<file path="src/cbm_pkg.sv">
// constants for the clock, boot and supply fault monitor
package cbm_pkg;
    // ------------------------------------------------------------
    // register offsets (byte addresses)
    // ------------------------------------------------------------
    localparam logic [7:0] A_MCLK_CFG = 8'h00; // main_clock_config_reg
    localparam logic [7:0] A_CLK_CFG  = 8'h04; // clock source control
    localparam logic [7:0] A_CLK_STAT = 8'h08; // clock_status_reg
    localparam logic [7:0] A_FCC_CTL  = 8'h0c; // frequency_counter control
    localparam logic [7:0] A_FCC_CNT  = 8'h10; // frequency_counter result
    localparam logic [7:0] A_INT_ST   = 8'h14; // sticky events, w1c
    localparam logic [7:0] A_INT_MSK  = 8'h18; // event mask
    localparam logic [7:0] A_BOR_CFG  = 8'h1c; // brownout warning stage
    // ------------------------------------------------------------
    // field positions and reset values
    // ------------------------------------------------------------
    localparam int         F_MWIN_LO = 1;     // window field [4:1]
    localparam logic [3:0] MWIN_RST  = 4'hc;  // 12 low_freq_clock cycles
    localparam logic [3:0] MWIN_MAX  = 4'hc;
    localparam int         F_HF_START = 0;    // write 1: start crystal
    localparam int         F_HF_EXT   = 1;    // external fast input select
    localparam int         F_LF_LO    = 2;    // slow source [3:2]
    localparam logic [1:0] LF_INT  = 2'h0;    // internal_slow_oscillator
    localparam logic [1:0] LF_XTAL = 2'h1;    // low_freq_crystal
    localparam logic [1:0] LF_EXT  = 2'h2;    // external_slow_clock_input
    localparam logic [1:0] MODE_DEEP_STBY = 2'h2;
    localparam logic [1:0] MODE_SHUTDOWN  = 2'h3;
    localparam logic [7:0] FCC_REFS_RST   = 8'h01;
    // status bits
    localparam int ST_GOOD = 0, ST_OFF = 1, ST_LFDEAD = 2, ST_MFAULT = 3;
    localparam int ST_VDD = 4, ST_VBAT = 5, ST_WARN = 6, ST_BOOT = 7;
    // event bits
    localparam int INT_W = 8;
    localparam int I_MCLK = 0, I_GOOD = 1, I_OFF = 2, I_LF = 3;
    localparam int I_VDD = 4, I_VBAT = 5, I_FCC = 6, I_BOOT = 7;
    // pin positions in the synchroniser vector
    localparam int PIN_W = 13;
    localparam int P_MCLK = 0, P_LF = 1, P_HF = 2, P_SRC = 3, P_REF = 4;
    localparam int P_VDD = 5, P_VBAT = 6, P_WARN = 7, P_CFGE = 8;
    localparam int P_TRIME = 9, P_BDONE = 10, P_MODE = 11;
    // ------------------------------------------------------------
    // timing
    // ------------------------------------------------------------
    localparam int CLK_MHZ      = 10;
    localparam int HF_STUCK_NS  = 2000;  // no fast edge for this long
    localparam int HF_STUCK_CYC = (HF_STUCK_NS * CLK_MHZ + 999) / 1000;
    localparam int LF_STUCK_US  = 200;   // no slow edge for this long
    localparam int LF_STUCK_CYC = LF_STUCK_US * CLK_MHZ;
    localparam int BOOT_TO_US   = 2000;  // boot routine time limit
    localparam int BOOT_TO_CYC  = BOOT_TO_US * CLK_MHZ;
    localparam int HF_GOOD_EDGES = 1024; // edges before fast clock is good
    // frequency counter states, gray order
    typedef enum logic [1:0] {
        FCC_IDLE = 2'b00, FCC_ARM = 2'b01, FCC_RUN = 2'b11, FCC_DONE = 2'b10
    } cbm_fcc_t;
endpackage : cbm_pkg

</file>
<file path="src/cbm_monitor.sv">
// clock, boot and supply fault monitor with apb registers
`timescale 1ns/1ps
// Operation
// - main clock idle 1-12 slow cycles: fault
// - main clock fault issues boot reset
// - enable bit starts main clock monitor
// - monitor idle in deep standby, shutdown
// - report fast crystal started successfully
// - detect stuck external fast clock input
// - crystal start or ext select clears flags
// - slow clock checked only when crystal or externally sourced
// - slow monitor checks stuck only, no frequency
// - main supply violation follows supply state
// - battery supply violation follows battery state
// - count source periods over reference window
// - failed boot routine issues boot reset
// - integrity errors or timeout mean boot failure
// - warning trip: nmi, rearm as reset supervisor
module cbm_monitor import cbm_pkg::*; #(
    parameter int BOOT_TO = BOOT_TO_CYC  // boot timeout in cycles
) (
    // clock and reset
    input  wire logic        CLK,
    input  wire logic        RST,
    // apb slave
    input  wire logic        PSEL,
    input  wire logic        PENABLE,
    input  wire logic        PWRITE,
    input  wire logic [7:0]  PADDR,
    input  wire logic [31:0] PWDATA,
    output logic      [31:0] PRDATA,
    output logic             PREADY,
    output logic             PSLVERR,
    // monitored clocks and supplies, asynchronous
    input  wire logic        MCLK_ACT,
    input  wire logic        LF_CLK,
    input  wire logic        HF_CLK,
    input  wire logic        FCC_SRC,
    input  wire logic        FCC_REF,
    input  wire logic        VDD_LOW,
    input  wire logic        VBAT_LOW,
    input  wire logic        VDD_WARN,
    // boot routine status and operating mode, asynchronous
    input  wire logic        BCFG_ERR,
    input  wire logic        TRIM_ERR,
    input  wire logic        BOOT_DONE,
    input  wire logic [1:0]  MODE,
    // fault outputs
    output logic             BOOT_RST,
    output logic             VDD_VIOL,
    output logic             VBAT_VIOL,
    output logic             BOR_RST,
    output logic             NMI,
    output logic             IRQ
);
    // ------------------------------------------------------------
    // helpers
    // ------------------------------------------------------------
    function automatic logic rise(input logic cur, input logic prev);
        return cur & ~prev;
    endfunction : rise
    // ------------------------------------------------------------
    // pin synchronisers
    // ------------------------------------------------------------
    logic [PIN_W-1:0] s1_reg;   // first stage, read by s2 only
    logic [PIN_W-1:0] s2_reg;   // safe level
    logic [PIN_W-1:0] pv_reg;   // previous safe level
    wire  [PIN_W-1:0] pins = {MODE, BOOT_DONE, TRIM_ERR, BCFG_ERR, VDD_WARN,
                              VBAT_LOW, VDD_LOW, FCC_REF, FCC_SRC, HF_CLK, LF_CLK, MCLK_ACT};
    // two flops per pin, a third for edges
    always_ff @(posedge CLK) begin
        if (RST) begin
            s1_reg <= '0;
            s2_reg <= '0;
            pv_reg <= '0;
        end else begin
            s1_reg <= pins;
            s2_reg <= s1_reg;
            pv_reg <= s2_reg;
        end
    end
    // edges seen at 10 MHz; inputs must toggle below half that
    wire       m_edge  = s2_reg[P_MCLK] ^ pv_reg[P_MCLK];  // any toggle is activity
    wire       lf_edge = rise(s2_reg[P_LF], pv_reg[P_LF]);
    wire       hf_edge = rise(s2_reg[P_HF], pv_reg[P_HF]);
    wire       src_edge = rise(s2_reg[P_SRC], pv_reg[P_SRC]);
    wire       ref_edge = rise(s2_reg[P_REF], pv_reg[P_REF]);
    wire [1:0] mode    = s2_reg[P_MODE+1:P_MODE];
    // ------------------------------------------------------------
    // software registers
    // ------------------------------------------------------------
    logic             men_reg;     // main_clock_dead_check_enable
    logic [3:0]       mwin_reg;    // window in slow cycles
    logic             hf_ext_reg;  // external fast input in use
    logic [1:0]       lf_src_reg;  // slow clock source
    logic [7:0]       refs_reg;    // reference periods per count
    logic [INT_W-1:0] msk_reg;     // interrupt mask
    logic             arm_reg;     // warning stage armed
    logic             pready_reg;
    logic             pslverr_reg;
    logic [31:0]      prdata_reg;
    wire acc    = PSEL & PENABLE;
    wire wr_en  = acc & PWRITE & pready_reg;   // write lands at pready edge
    wire hf_start = wr_en & (PADDR == A_CLK_CFG) & PWDATA[F_HF_START];
    wire ext_sel  = wr_en & (PADDR == A_CLK_CFG) & PWDATA[F_HF_EXT] & ~hf_ext_reg;
    wire fcc_go   = wr_en & (PADDR == A_FCC_CTL) & PWDATA[0];
    wire [INT_W-1:0] w1c = (wr_en & (PADDR == A_INT_ST)) ? PWDATA[INT_W-1:0] : '0;
    // clamp the window into 1..12
    wire [3:0] mwin = (mwin_reg == 4'h0) ? 4'h1 :
                      (mwin_reg > MWIN_MAX) ? MWIN_MAX : mwin_reg;
    // configuration writes
    always_ff @(posedge CLK) begin
        if (RST) begin
            men_reg    <= 1'b0;
            mwin_reg   <= MWIN_RST;
            hf_ext_reg <= 1'b0;
            lf_src_reg <= LF_INT;
            refs_reg   <= FCC_REFS_RST;
            msk_reg    <= '0;
        end else if (wr_en) begin
            case (PADDR)
                A_MCLK_CFG: begin
                    men_reg  <= PWDATA[0];
                    mwin_reg <= PWDATA[F_MWIN_LO+3:F_MWIN_LO];
                end
                A_CLK_CFG: begin
                    hf_ext_reg <= PWDATA[F_HF_EXT];
                    lf_src_reg <= PWDATA[F_LF_LO+1:F_LF_LO];
                end
                A_FCC_CTL: refs_reg <= PWDATA[15:8];
                A_INT_MSK: msk_reg  <= PWDATA[INT_W-1:0];
                default: ;  // other offsets store nothing in this block
            endcase
        end
    end
    // ------------------------------------------------------------
    // main clock monitor
    // ------------------------------------------------------------
    logic [3:0] mcnt_reg;    // slow edges since last activity
    logic       mfault_reg;  // sticky until reset
    // off in deep standby and shutdown to save power there
    wire m_act   = men_reg & (mode != MODE_DEEP_STBY) & (mode != MODE_SHUTDOWN);
    wire m_fault = m_act & lf_edge & ~m_edge & (mcnt_reg + 4'h1 >= mwin);
    // count slow edges; activity restarts the window
    always_ff @(posedge CLK) begin
        if (RST) begin
            mcnt_reg   <= 4'h0;
            mfault_reg <= 1'b0;
        end else begin
            if (!m_act || m_edge || m_fault)
                mcnt_reg <= 4'h0;
            else if (lf_edge)
                mcnt_reg <= mcnt_reg + 4'h1;
            if (m_fault)
                mfault_reg <= 1'b1;
        end
    end

    // ------------------------------------------------------------
    // fast clock start-up and stuck monitor
    // ------------------------------------------------------------
    logic [10:0] hcnt_reg;   // edges since start
    logic [15:0] hidle_reg;  // cycles since last edge
    logic        hrun_reg;   // monitoring after start
    logic        good_reg;   // fast_clock_good_flag
    logic        off_reg;    // fast_clock_off_flag
    wire h_restart = hf_start | ext_sel;
    wire h_good = hrun_reg & hf_edge & ~good_reg & (hcnt_reg == 11'(HF_GOOD_EDGES - 1));
    wire h_off  = hrun_reg & ~hf_edge & (hidle_reg == 16'(HF_STUCK_CYC - 1));
    // restart clears both flags; a set in that cycle still wins
    always_ff @(posedge CLK) begin
        if (RST) begin
            hcnt_reg  <= '0;
            hidle_reg <= '0;
            hrun_reg  <= 1'b0;
            good_reg  <= 1'b0;
            off_reg   <= 1'b0;
        end else begin
            if (h_restart) begin
                hcnt_reg  <= '0;
                hidle_reg <= '0;
                hrun_reg  <= 1'b1;
            end else if (hrun_reg) begin
                hidle_reg <= (hf_edge || h_off) ? 16'h0000 : hidle_reg + 16'h0001;
                if (hf_edge && !good_reg)
                    hcnt_reg <= hcnt_reg + 11'h001;
            end
            good_reg <= h_good | (good_reg & ~h_restart & ~h_off);
            off_reg  <= h_off  | (off_reg & ~h_restart);
        end
    end

    // ------------------------------------------------------------
    // slow clock stuck monitor, no frequency check
    // ------------------------------------------------------------
    logic [15:0] lidle_reg;  // cycles since last slow edge
    logic        ldead_reg;  // slow clock stuck
    wire l_chk  = (lf_src_reg == LF_XTAL) | (lf_src_reg == LF_EXT);
    wire l_dead = l_chk & ~lf_edge & (lidle_reg == 16'(LF_STUCK_CYC - 1));
    // any edge is good enough; frequency is not judged
    always_ff @(posedge CLK) begin
        if (RST) begin
            lidle_reg <= '0;
            ldead_reg <= 1'b0;
        end else begin
            lidle_reg <= (!l_chk || lf_edge || l_dead) ? 16'h0000 : lidle_reg + 16'h0001;
            ldead_reg <= l_chk & (l_dead | (ldead_reg & ~lf_edge));
        end
    end

    // ------------------------------------------------------------
    // brownout supervisors and warning stage
    // ------------------------------------------------------------
    logic vdd_reg, vbat_reg, bor_reg, nmi_reg;
    wire  trip = arm_reg & s2_reg[P_WARN];
    // violations follow the supplies; trip turns warning into reset
    always_ff @(posedge CLK) begin
        if (RST) begin
            vdd_reg  <= 1'b0;
            vbat_reg <= 1'b0;
            bor_reg  <= 1'b0;
            nmi_reg  <= 1'b0;
            arm_reg  <= 1'b0;
        end else begin
            vdd_reg  <= s2_reg[P_VDD];
            vbat_reg <= s2_reg[P_VBAT];
            bor_reg  <= s2_reg[P_VDD] & ~arm_reg;       // reset only when the warning stage is not armed
            nmi_reg  <= trip;
            if (trip)
                arm_reg <= 1'b0;
            else if (wr_en && PADDR == A_BOR_CFG)
                arm_reg <= PWDATA[0];
        end
    end

    // ------------------------------------------------------------
    // frequency counter
    // ------------------------------------------------------------
    cbm_fcc_t    fst_reg;
    logic [7:0]  frefs_reg;  // reference periods seen
    logic [23:0] fcnt_reg;   // source periods counted
    wire f_end = (fst_reg == FCC_RUN) & ref_edge & (frefs_reg + 8'h01 >= refs_reg);
    // wait a reference edge, count source edges for refs periods
    always_ff @(posedge CLK) begin
        if (RST) begin
            fst_reg   <= FCC_IDLE;
            frefs_reg <= '0;
            fcnt_reg  <= '0;
        end else begin
            case (fst_reg)
                FCC_IDLE, FCC_DONE: if (fcc_go) begin
                    fst_reg  <= FCC_ARM;
                    fcnt_reg <= '0;
                end
                FCC_ARM: if (ref_edge) begin
                    fst_reg   <= FCC_RUN;
                    frefs_reg <= '0;
                end
                FCC_RUN: begin
                    if (src_edge)
                        fcnt_reg <= fcnt_reg + 24'h000001;
                    if (f_end)
                        fst_reg <= FCC_DONE;
                    else if (ref_edge)
                        frefs_reg <= frefs_reg + 8'h01;
                end
                default: fst_reg <= FCC_IDLE;
            endcase
        end
    end

    // ------------------------------------------------------------
    // boot monitor and boot reset
    // ------------------------------------------------------------
    logic [31:0] btim_reg;   // cycles in current boot attempt
    logic        bact_reg;   // boot routine running
    logic        bfail_reg;  // a boot failed at least once
    logic        brst_reg;
    wire b_fail = bact_reg & (s2_reg[P_CFGE] | s2_reg[P_TRIME] |
                  (btim_reg == 32'(BOOT_TO - 1)));
    // failure restarts the attempt and pulses boot reset
    always_ff @(posedge CLK) begin
        if (RST) begin
            btim_reg  <= '0;
            bact_reg  <= 1'b1;
            bfail_reg <= 1'b0;
            brst_reg  <= 1'b0;
        end else begin
            brst_reg <= b_fail | m_fault;
            if (b_fail) begin
                btim_reg  <= '0;
                bfail_reg <= 1'b1;
            end else if (bact_reg) begin
                btim_reg <= btim_reg + 32'h00000001;
                if (s2_reg[P_BDONE])
                    bact_reg <= 1'b0;
            end
        end
    end

    // ------------------------------------------------------------
    // interrupts, write one to clear, set wins
    // ------------------------------------------------------------
    logic [INT_W-1:0] ist_reg;
    logic             irq_reg;
    wire  [INT_W-1:0] ev = {b_fail, f_end, s2_reg[P_VBAT] & ~vbat_reg,
                            s2_reg[P_VDD] & ~vdd_reg, l_dead, h_off, h_good, m_fault};
    // sticky events gated by the mask onto one line
    always_ff @(posedge CLK) begin
        if (RST) begin
            ist_reg <= '0;
            irq_reg <= 1'b0;
        end else begin
            ist_reg <= (ist_reg & ~w1c) | ev;
            irq_reg <= |(ist_reg & msk_reg);
        end
    end
    // ------------------------------------------------------------
    // apb slave: one wait state, error on unmapped offset
    // ------------------------------------------------------------
    logic [31:0] rd;
    logic        hit;
    // read mux
    always_comb begin
        rd  = 32'h00000000;
        hit = 1'b1;
        case (PADDR)
            A_MCLK_CFG: rd = {27'h0, mwin_reg, men_reg};
            A_CLK_CFG:  rd = {28'h0, lf_src_reg, hf_ext_reg, 1'b0};
            A_CLK_STAT: rd = {24'h0, ~bact_reg, arm_reg, vbat_reg, vdd_reg,
                              mfault_reg, ldead_reg, off_reg, good_reg};
            A_FCC_CTL:  rd = {16'h0, refs_reg, 6'h0, fst_reg};
            A_FCC_CNT:  rd = {(fst_reg == FCC_DONE), bfail_reg, 6'h0, fcnt_reg};
            A_INT_ST:   rd = {24'h0, ist_reg};
            A_INT_MSK:  rd = {24'h0, msk_reg};
            A_BOR_CFG:  rd = {31'h0, arm_reg};
            default:    hit = 1'b0;
        endcase
    end
    // pready rises one cycle into the access phase
    always_ff @(posedge CLK) begin
        if (RST) begin
            pready_reg  <= 1'b0;
            pslverr_reg <= 1'b0;
            prdata_reg  <= '0;
        end else begin
            pready_reg  <= acc & ~pready_reg;
            pslverr_reg <= acc & ~pready_reg & ~hit;
            if (acc && !pready_reg && !PWRITE)
                prdata_reg <= rd;
        end
    end
    // ------------------------------------------------------------
    // outputs
    // ------------------------------------------------------------
    assign PRDATA    = prdata_reg;
    assign PREADY    = pready_reg;
    assign PSLVERR   = pslverr_reg;
    assign BOOT_RST  = brst_reg;
    assign VDD_VIOL  = vdd_reg;
    assign VBAT_VIOL = vbat_reg;
    assign BOR_RST   = bor_reg;
    assign NMI       = nmi_reg;
    assign IRQ       = irq_reg;
endmodule : cbm_monitor

</file>
<file path="config.mk">
export PLATFORM = sky130hd
export DESIGN_NAME = cbm_monitor
export DESIGN_NICKNAME = d
export VERILOG_FILES = /design/src/cbm_pkg.sv /design/src/cbm_monitor.sv
export SDC_FILE = /design/constraint.sdc
export NUM_CORES = 1
export LEC_CHECK = 0
export ABC_AREA = 1
export BUFFER_PORTS_ARGS = -buffer_cell sky130_fd_sc_hd__buf_2
export CORE_MARGIN = 2
export CORE_UTILIZATION = 50
export CTS_BUF_LIST = sky130_fd_sc_hd__clkbuf_2 sky130_fd_sc_hd__clkbuf_4 sky130_fd_sc_hd__clkbuf_8
export DETAILED_ROUTE_END_ITERATION = 6
export PLACE_DENSITY = 0.69
export SYNTH_ARGS = -nofsm -noshare
export SYNTH_HDL_FRONTEND = slang
export SYNTH_SLANG_ARGS = --single-unit
</file>
<file path="constraint.sdc">
create_clock -name CLK -period 3.3 [get_ports CLK]
set_clock_uncertainty 0.2 [all_clocks]
set_input_delay 0.33 -clock CLK [delete_from_list [all_inputs] [get_ports CLK]]
set_output_delay 0.33 -clock CLK [all_outputs]
set_load 0.03 [all_outputs]
</file>
==> impl_metrics.py, run 1 <==
metrics = {
    "sta": {
        "period_share_pct": 79.6,
        "finalCriticalPeriod_ns": 2.63,
        "drv_slew": 0,
        "fmax_mhz": 381,
        "relSlewSlack_pct": 44.5,
        "rsz0062_at_grt": "no",
        "setup_violations": 0,
        "tightest_slew_ns": 0.832,
        "hold_violations": 0,
        "setup-tns-final_ns": 0,
    },
    "synth": {
        "synth_top_area_share_pct": 41.7,
        "synth_edf_count": 0,
        "ys_warn_count": 0,
        "synth_seq_area_share_pct": 41.7,
        "synth_area_um2": 10400,
        "postSynthCellCount": 1478,
        "yosysTopAreaCell": "dfxtp_1",
        "synth_cell_types": 47,
        "netlist_top_cells_area": "dfxtp_1 (42%), nand2_1 (11%), nor2_1 (8.4%), inv_1 (6.9%), nand3_1 (4.9%)",
        "yosysMostFrequentCell": "nand2_1",
        "synthTopCellsByCount": "nand2_1 (309), nor2_1 (233), dfxtp_1 (216), inv_1 (192), nand3_1 (102)",
        "ys.flop_type": "dfxtp_1",
        "syn_area_per_cell_um2": 7.02,
        "async_flop_share_pct": 0,
        "ys_seq_elements": 216,
    },
    "power_and_ir_drop": {
        "total_power_uw": 5330,
        "p_leak_uw": 0.00489,
        "power_density_nw_per_um2": 446,
        "ir_drop_mv": 0.314,
    },
    "final_layout": {
        "drive_above_1_share_pct": 12.0,
        "multi_input_area_um2": 5080,
        "fillers": 1925,
        "fin_util_pct": 58.9,
        "finalNetCount": 1665,
        "register_area_um2": 4320,
        "largest_register_ffs": 32,
        "fin_area_um2": 12000,
        "area_growth_pct": 15.2,
    },
    "worst_hold_path": {
        "hp-class": "primary input to flop",
        "hold_depth": 3,
    },
    "place": {
        "place_congestion": 0.847,
        "placed_area_um2": 10900,
        "place_hpwl_um": 17200,
        "portBuffers": 74,
    },
    "clocking": {
        "numCtsBuffers": 36,
        "clock-sinks": 216,
        "post_cts_buffers": 0,
        "tritoncts": "done",
        "ctsResizeCount": 0,
        "cts.htree.levels": 2,
        "root_buffer": "clkbuf_8",
        "clk_latency_ns": 0.54,
        "clk_pin_slew_ns": 0.07,
        "cts_buffer_depth": 3,
    },
    "route": {
        "routed_via_density": 4.95,
        "wl_per_cell_um": 12.7,
        "drc": 0,
        "ant_nets": 0,
        "first_pass_iters": 5,
        "totalWireLength_um": 23900,
        "vias": 9327,
        "drtIter0Drc": 546,
    },
    "worst_setup_path": {
        "critPathRequiredTime_ns": 3.47,
        "crit_slowest_cell": "dfxtp_1",
        "critical_path.startpoint_type": "flop",
        "critical_path_class": "flop to flop",
        "path_delay_family": "simple AND/OR/NAND/NOR gates",
        "crit_fanout": 8,
        "reg2reg_to": "frefs_reg[6]$_SDFFE_PP0P_",
        "crit_path_max_incr_delay_ns": 0.42,
        "reg2reg_depth": 12,
        "worst_setup_path_end_kind": "flop",
        "worstPathCellList": "nand2_1, nor3_1, nand3_1, and2_1, ha_1, a21oi_1, o21a_1, nand2_1, nand2_1, nand2_1, nand2_1, a21oi_1",
        "arrival_ns": 2.79,
        "cp.buffers_inverters": 0,
        "regToRegSetupSlack_ns": 0.67,
        "cp-startpoint": "frefs_reg[4]$_SDFFE_PP0P_",
        "cp.depth": 12,
        "rr_startpoint": "frefs_reg[4]$_SDFFE_PP0P_",
        "critPathCapture": "frefs_reg[6]$_SDFFE_PP0P_",
        "cpMostUsedCell": "nand2_1",
    },
    "global_route": {
        "grt.overflow.total": 0,
        "grt.total_usage_pct": 21.9,
        "grt_pass1_wl_um": 39900,
        "antenna_found_initial": 1,
        "grt_max_degree": 77,
        "grt_pass1_vias": 8637,
    },
    "floorplan": {
        "io_pins": 98,
        "die-area_um2": 21900,
        "row_count": 52,
        "core_um2": 20300,
        "chipWidth_um": 148,
        "die_h_um": 148,
        "initial_utilization_pct": 51.1,
    },
    "run_status": {
        "status": "complete, no violations",
    },
    "job": {
        "drv_cap": 0,
    },
}
repair_timing:
| action | CTS | global route |
|---|---|---|
| endpoints found under the setup margin | 0 | 0 |
| endpoints found under the hold margin | 42 | 0 |
| hold buffers | 28 | 0 |
power breakdown:
group          internal, µW  switching (µW)  leakage, µW
Sequential             2640            14.6      0.00175
Clock                  1370            1080     0.000402
Combinational          80.7             149      0.00274
Total                  4090            1240      0.00489
area by class of cell:
class,instances,area share (%)
Multi-Input combinational cell,1026,42.5
Antenna cell,1,0.0209
Tap cell,270,2.83
Timing Repair Buffer,109,5.88
Sequential cell,216,36.2
Clock buffer,55,5.91
Inverter,199,6.25
Clock inverter,9,0.419
worst reg2reg max path, stage by stage, from the launching register on:
cell and delay (ns):
dfxtp_1 0.42, nand2_1 0.08, nor3_1 0.21, nand3_1 0.13, and2_1 0.18, ha_1 0.28, a21oi_1 0.14, o21a_1 0.28
nand2_1 0.08, nand2_1 0.14, nand2_1 0.18, nand2_1 0.10, a21oi_1 0.06
worst min-delay path by stage:
stage	from	endpoint	slack, ns
floorplan	s1_reg[0]$_SDFF_PP0_	s2_reg[0]$_SDFF_PP0_	0.19
global placement	s1_reg[7]$_SDFF_PP0_	s2_reg[7]$_SDFF_PP0_	0.19
detailed placement	s1_reg[12]$_SDFF_PP0_	s2_reg[12]$_SDFF_PP0_	0.19
CTS	PWDATA[0]	men_reg$_SDFFE_PP0P_	0.01
global route	PADDR[0]	PSLVERR$_SDFF_PP0_	0.04
finish	PADDR[0]	PSLVERR$_SDFF_PP0_	0.03
placed cells by master, fill, tap and decap left out, types with 8 or more instances in the layout:
cell type and count:
nor2_1 233, clkbuf_4 8, a21oi_1 94, nand3_1 102
nand2_1 309, nor3_1 43, nand4_1 38, ha_1 19
inv_1 192, xor2_1 41, o21ai_0 59, dfxtp_1 216
xnor2_1 14, dlygate4sd3_1 28, buf_2 74, clkbuf_8 47
kinds of logic after synthesis:
group           Yosys count  share of synthesized area, %
xor+xnor                 55                          4.64
fa+ha+maj                19                          2.29
flops                   216                          41.7
buf+inv                 241                          9.52
compound gates          177                          9.22
other cells               1                        0.0362
simple gates            768                          32.5
mux                       1                        0.0965
metrics by stage:
step	instances	worst slack [ns]	hold WS [ns]
floorplan	1483	1.01	0.188
global placement	1792	0.713	0.191
detailed placement	1792	0.681	0.194
CTS	1884	0.668	0.0108
global route	1885	0.321	0.0388
finish	1885	0.673	0.0307
routing by layer:
metal	GRT usage [%]	share of wire, %	vias up
li1	-	-	4919
met1	29.3	48	4158
met2	35.9	45	200
met3	3.73	4.5	50
met4	7.81	2.9	0
met5	0	0	-
(Power assumes the default switching activity.)
==> run 2, diff against run 1 <==
- clock period: 3.3 -> 2.5 ns (I/O delays scaled with it)
==> run 2 against run 1 <==
- setup slack got worse by 0.47 ns
- power increased by 34%
- sequential share of layout area decreased by 0.50 points
==> impl_metrics.py, run 2 (same netlist as run 1, synthesis figures left out) <==
metrics = {
    "run_status": {
        "status": "complete, no violations",
    },
    "clocking": {
        "cts.htree.levels": 2,
        "tritoncts": "done",
        "root_buffer": "clkbuf_8",
        "clk_latency_ns": 0.52,
        "clock-sinks": 216,
        "clk_pin_slew_ns": 0.06,
        "numCtsBuffers": 38,
        "cts_buffer_depth": 3,
    },
    "global_route": {
        "grt.total_usage_pct": 22.6,
        "antenna_found_initial": 1,
        "grt_max_degree": 77,
        "grt.overflow.total": 0,
        "grt_pass1_vias": 8839,
        "grt_pass1_wl_um": 41200,
    },
    "final_layout": {
        "final_common_cell": "nand2_1",
        "most-common-layout-cells": "nand2_1 (308), nor2_1 (233), dfxtp_1 (215)",
        "finalNetCount": 1682,
        "largest_register_ffs": 32,
        "drive_above_1_share_pct": 12.8,
        "area_growth_pct": 16.9,
        "finalNonFillerCells": 1901,
    },
    "place": {
        "place_hpwl_um": 17600,
        "place_congestion": 0.868,
        "portBuffers": 74,
        "place_inst": 1803,
    },
    "floorplan": {
        "row_count": 52,
        "die-area_um2": 21900,
        "die_h_um": 148,
        "core_um2": 20300,
        "chipWidth_um": 148,
        "io_pins": 98,
        "initial_utilization_pct": 51.1,
    },
    "worst_setup_path": {
        "arrival_ns": 2.47,
        "reg2reg_to": "frefs_reg[1]$_SDFFE_PP0P_",
        "critPathRequiredTime_ns": 2.67,
        "cp-startpoint": "frefs_reg[2]$_SDFFE_PP0P_",
        "rr_startpoint": "frefs_reg[2]$_SDFFE_PP0P_",
        "reg2reg_depth": 12,
        "critical_path.startpoint_type": "flop",
        "worst_setup_path_end_kind": "flop",
        "crit_fanout": 7,
        "regToRegSetupSlack_ns": 0.20,
        "critical_path_class": "flop to flop",
    },
    "route": {
        "met3_length_um": 1280,
        "m1WireLength_um": 11500,
        "ant_nets": 0,
        "wl_per_cell_um": 12.9,
        "vias": 9415,
        "drtIter0Drc": 501,
        "top_layer_used": "met4",
        "first_pass_iters": 5,
        "routed_via_density": 4.95,
        "route.met2.wl_um": 11100,
        "drc": 0,
        "totalWireLength_um": 24500,
    },
    "power_and_ir_drop": {
        "pwr-share-clk_pct": 46.4,
        "pwr-share-comb_pct": 4.5,
        "p_leak_uw": 0.00498,
        "switching_share_pct": 22.8,
        "power_density_nw_per_um2": 588,
        "internal_power_uw": 5500,
        "switchingPower_uw": 1630,
        "ir_drop_mv": 0.499,
        "power_frac_seq_pct": 49.1,
    },
    "sta": {
        "relSlewSlack_pct": 44.8,
        "setup-tns-final_ns": 0,
        "tightest_slew_ns": 0.829,
        "setup_violations": 0,
        "period_share_pct": 92.1,
        "fmax_mhz": 435,
        "rsz0062_at_grt": "no",
        "hold_violations": 0,
        "drv_slew": 0,
        "finalCriticalPeriod_ns": 2.30,
    },
    "worst_hold_path": {
        "hp-class": "primary input to flop",
        "hold_depth": 5,
        "hold_end": "PREADY$_SDFF_PP0_",
        "min-delay-start": "PSEL",
    },
    "job": {
        "drv_cap": 0,
    },
}
[run 2: repair_timing]
item	4_1_cts	5_1_grt
setup buffers	0	0
setup endpoints to repair	0	8
resized for setup	0	5
hold buffers	32	0
endpoints found under the hold margin	52	0
[run 2: worst max path at each step]
stage,slack [ns],end,depth (start not counted)
after global placement,0.18,frefs_reg[4]$_SDFFE_PP0P_,12
after global routing,0.003,frefs_reg[4]$_SDFFE_PP0P_,14
final,0.20,frefs_reg[1]$_SDFFE_PP0P_,12
after floorplan,0.21,frefs_reg[1]$_SDFFE_PP0P_,12
after detailed placement,0.10,frefs_reg[1]$_SDFFE_PP0P_,12
after CTS,0.09,frefs_reg[1]$_SDFFE_PP0P_,12
[run 2: power by group through the flow]
stage | Clock (µW) | Combinational, µW | Sequential, µW
2_1_floorplan | 0 | 169 | 3590
3_3_place_gp | 0 | 275 | 3580
3_5_place_dp | 0 | 280 | 3580
4_1_cts | 3410 | 319 | 3500
5_1_grt | 3580 | 354 | 3500
6_report | 3310 | 319 | 3500
[run 2: per-stage QoR]
step	worst slack (ns)	hold WS, ns	instance area, µm²	util [%]	total power, µW
2_1_floorplan	0.206	0.157	10400	-	3760
3_3_place_gp	0.175	0.190	11000	54.2	3850
3_5_place_dp	0.105	0.194	11000	54.2	3860
4_1_cts	0.0936	0.00377	12100	59.7	7230
5_1_grt	0.00338	0.0722	12100	59.7	7440
6_report	0.199	0.0266	12100	59.7	7130
[run 2: final cells by class]
| class | count | area (µm²) |
|---|---|---|
| clock buffer | 60 | 751 |
| multi-input combinational | 1026 | 5090 |
| timing repair buffer | 124 | 838 |
| clock inverter | 5 | 32.5 |
| antenna | 1 | 2.50 |
| inverter | 199 | 747 |
| sequential | 216 | 4330 |
| fill | 1955 | 8180 |
| tap | 270 | 338 |
[run 2: critical path, cell delays in order, from the launching register on]
cell and delay [ns]:
dfxtp_1 0.40, nand3_1 0.17, inv_1 0.11, nand3_1 0.10, and2_1 0.18, ha_1 0.28
a21oi_1 0.15, o21a_1 0.15, nand2_1 0.05, nand2_1 0.09, nand2_2 0.11, nand2_1 0.09
a21oi_1 0.06
[run 2: layer usage]
| metal | global-route usage [%] | vias up |
|---|---|---|
| met4 | 7.48 | 0 |
| met5 | 0 | - |
| li1 | - | 4957 |
| met3 | 4.29 | 49 |
| met1 | 29.8 | 4184 |
| met2 | 37.4 | 225 |
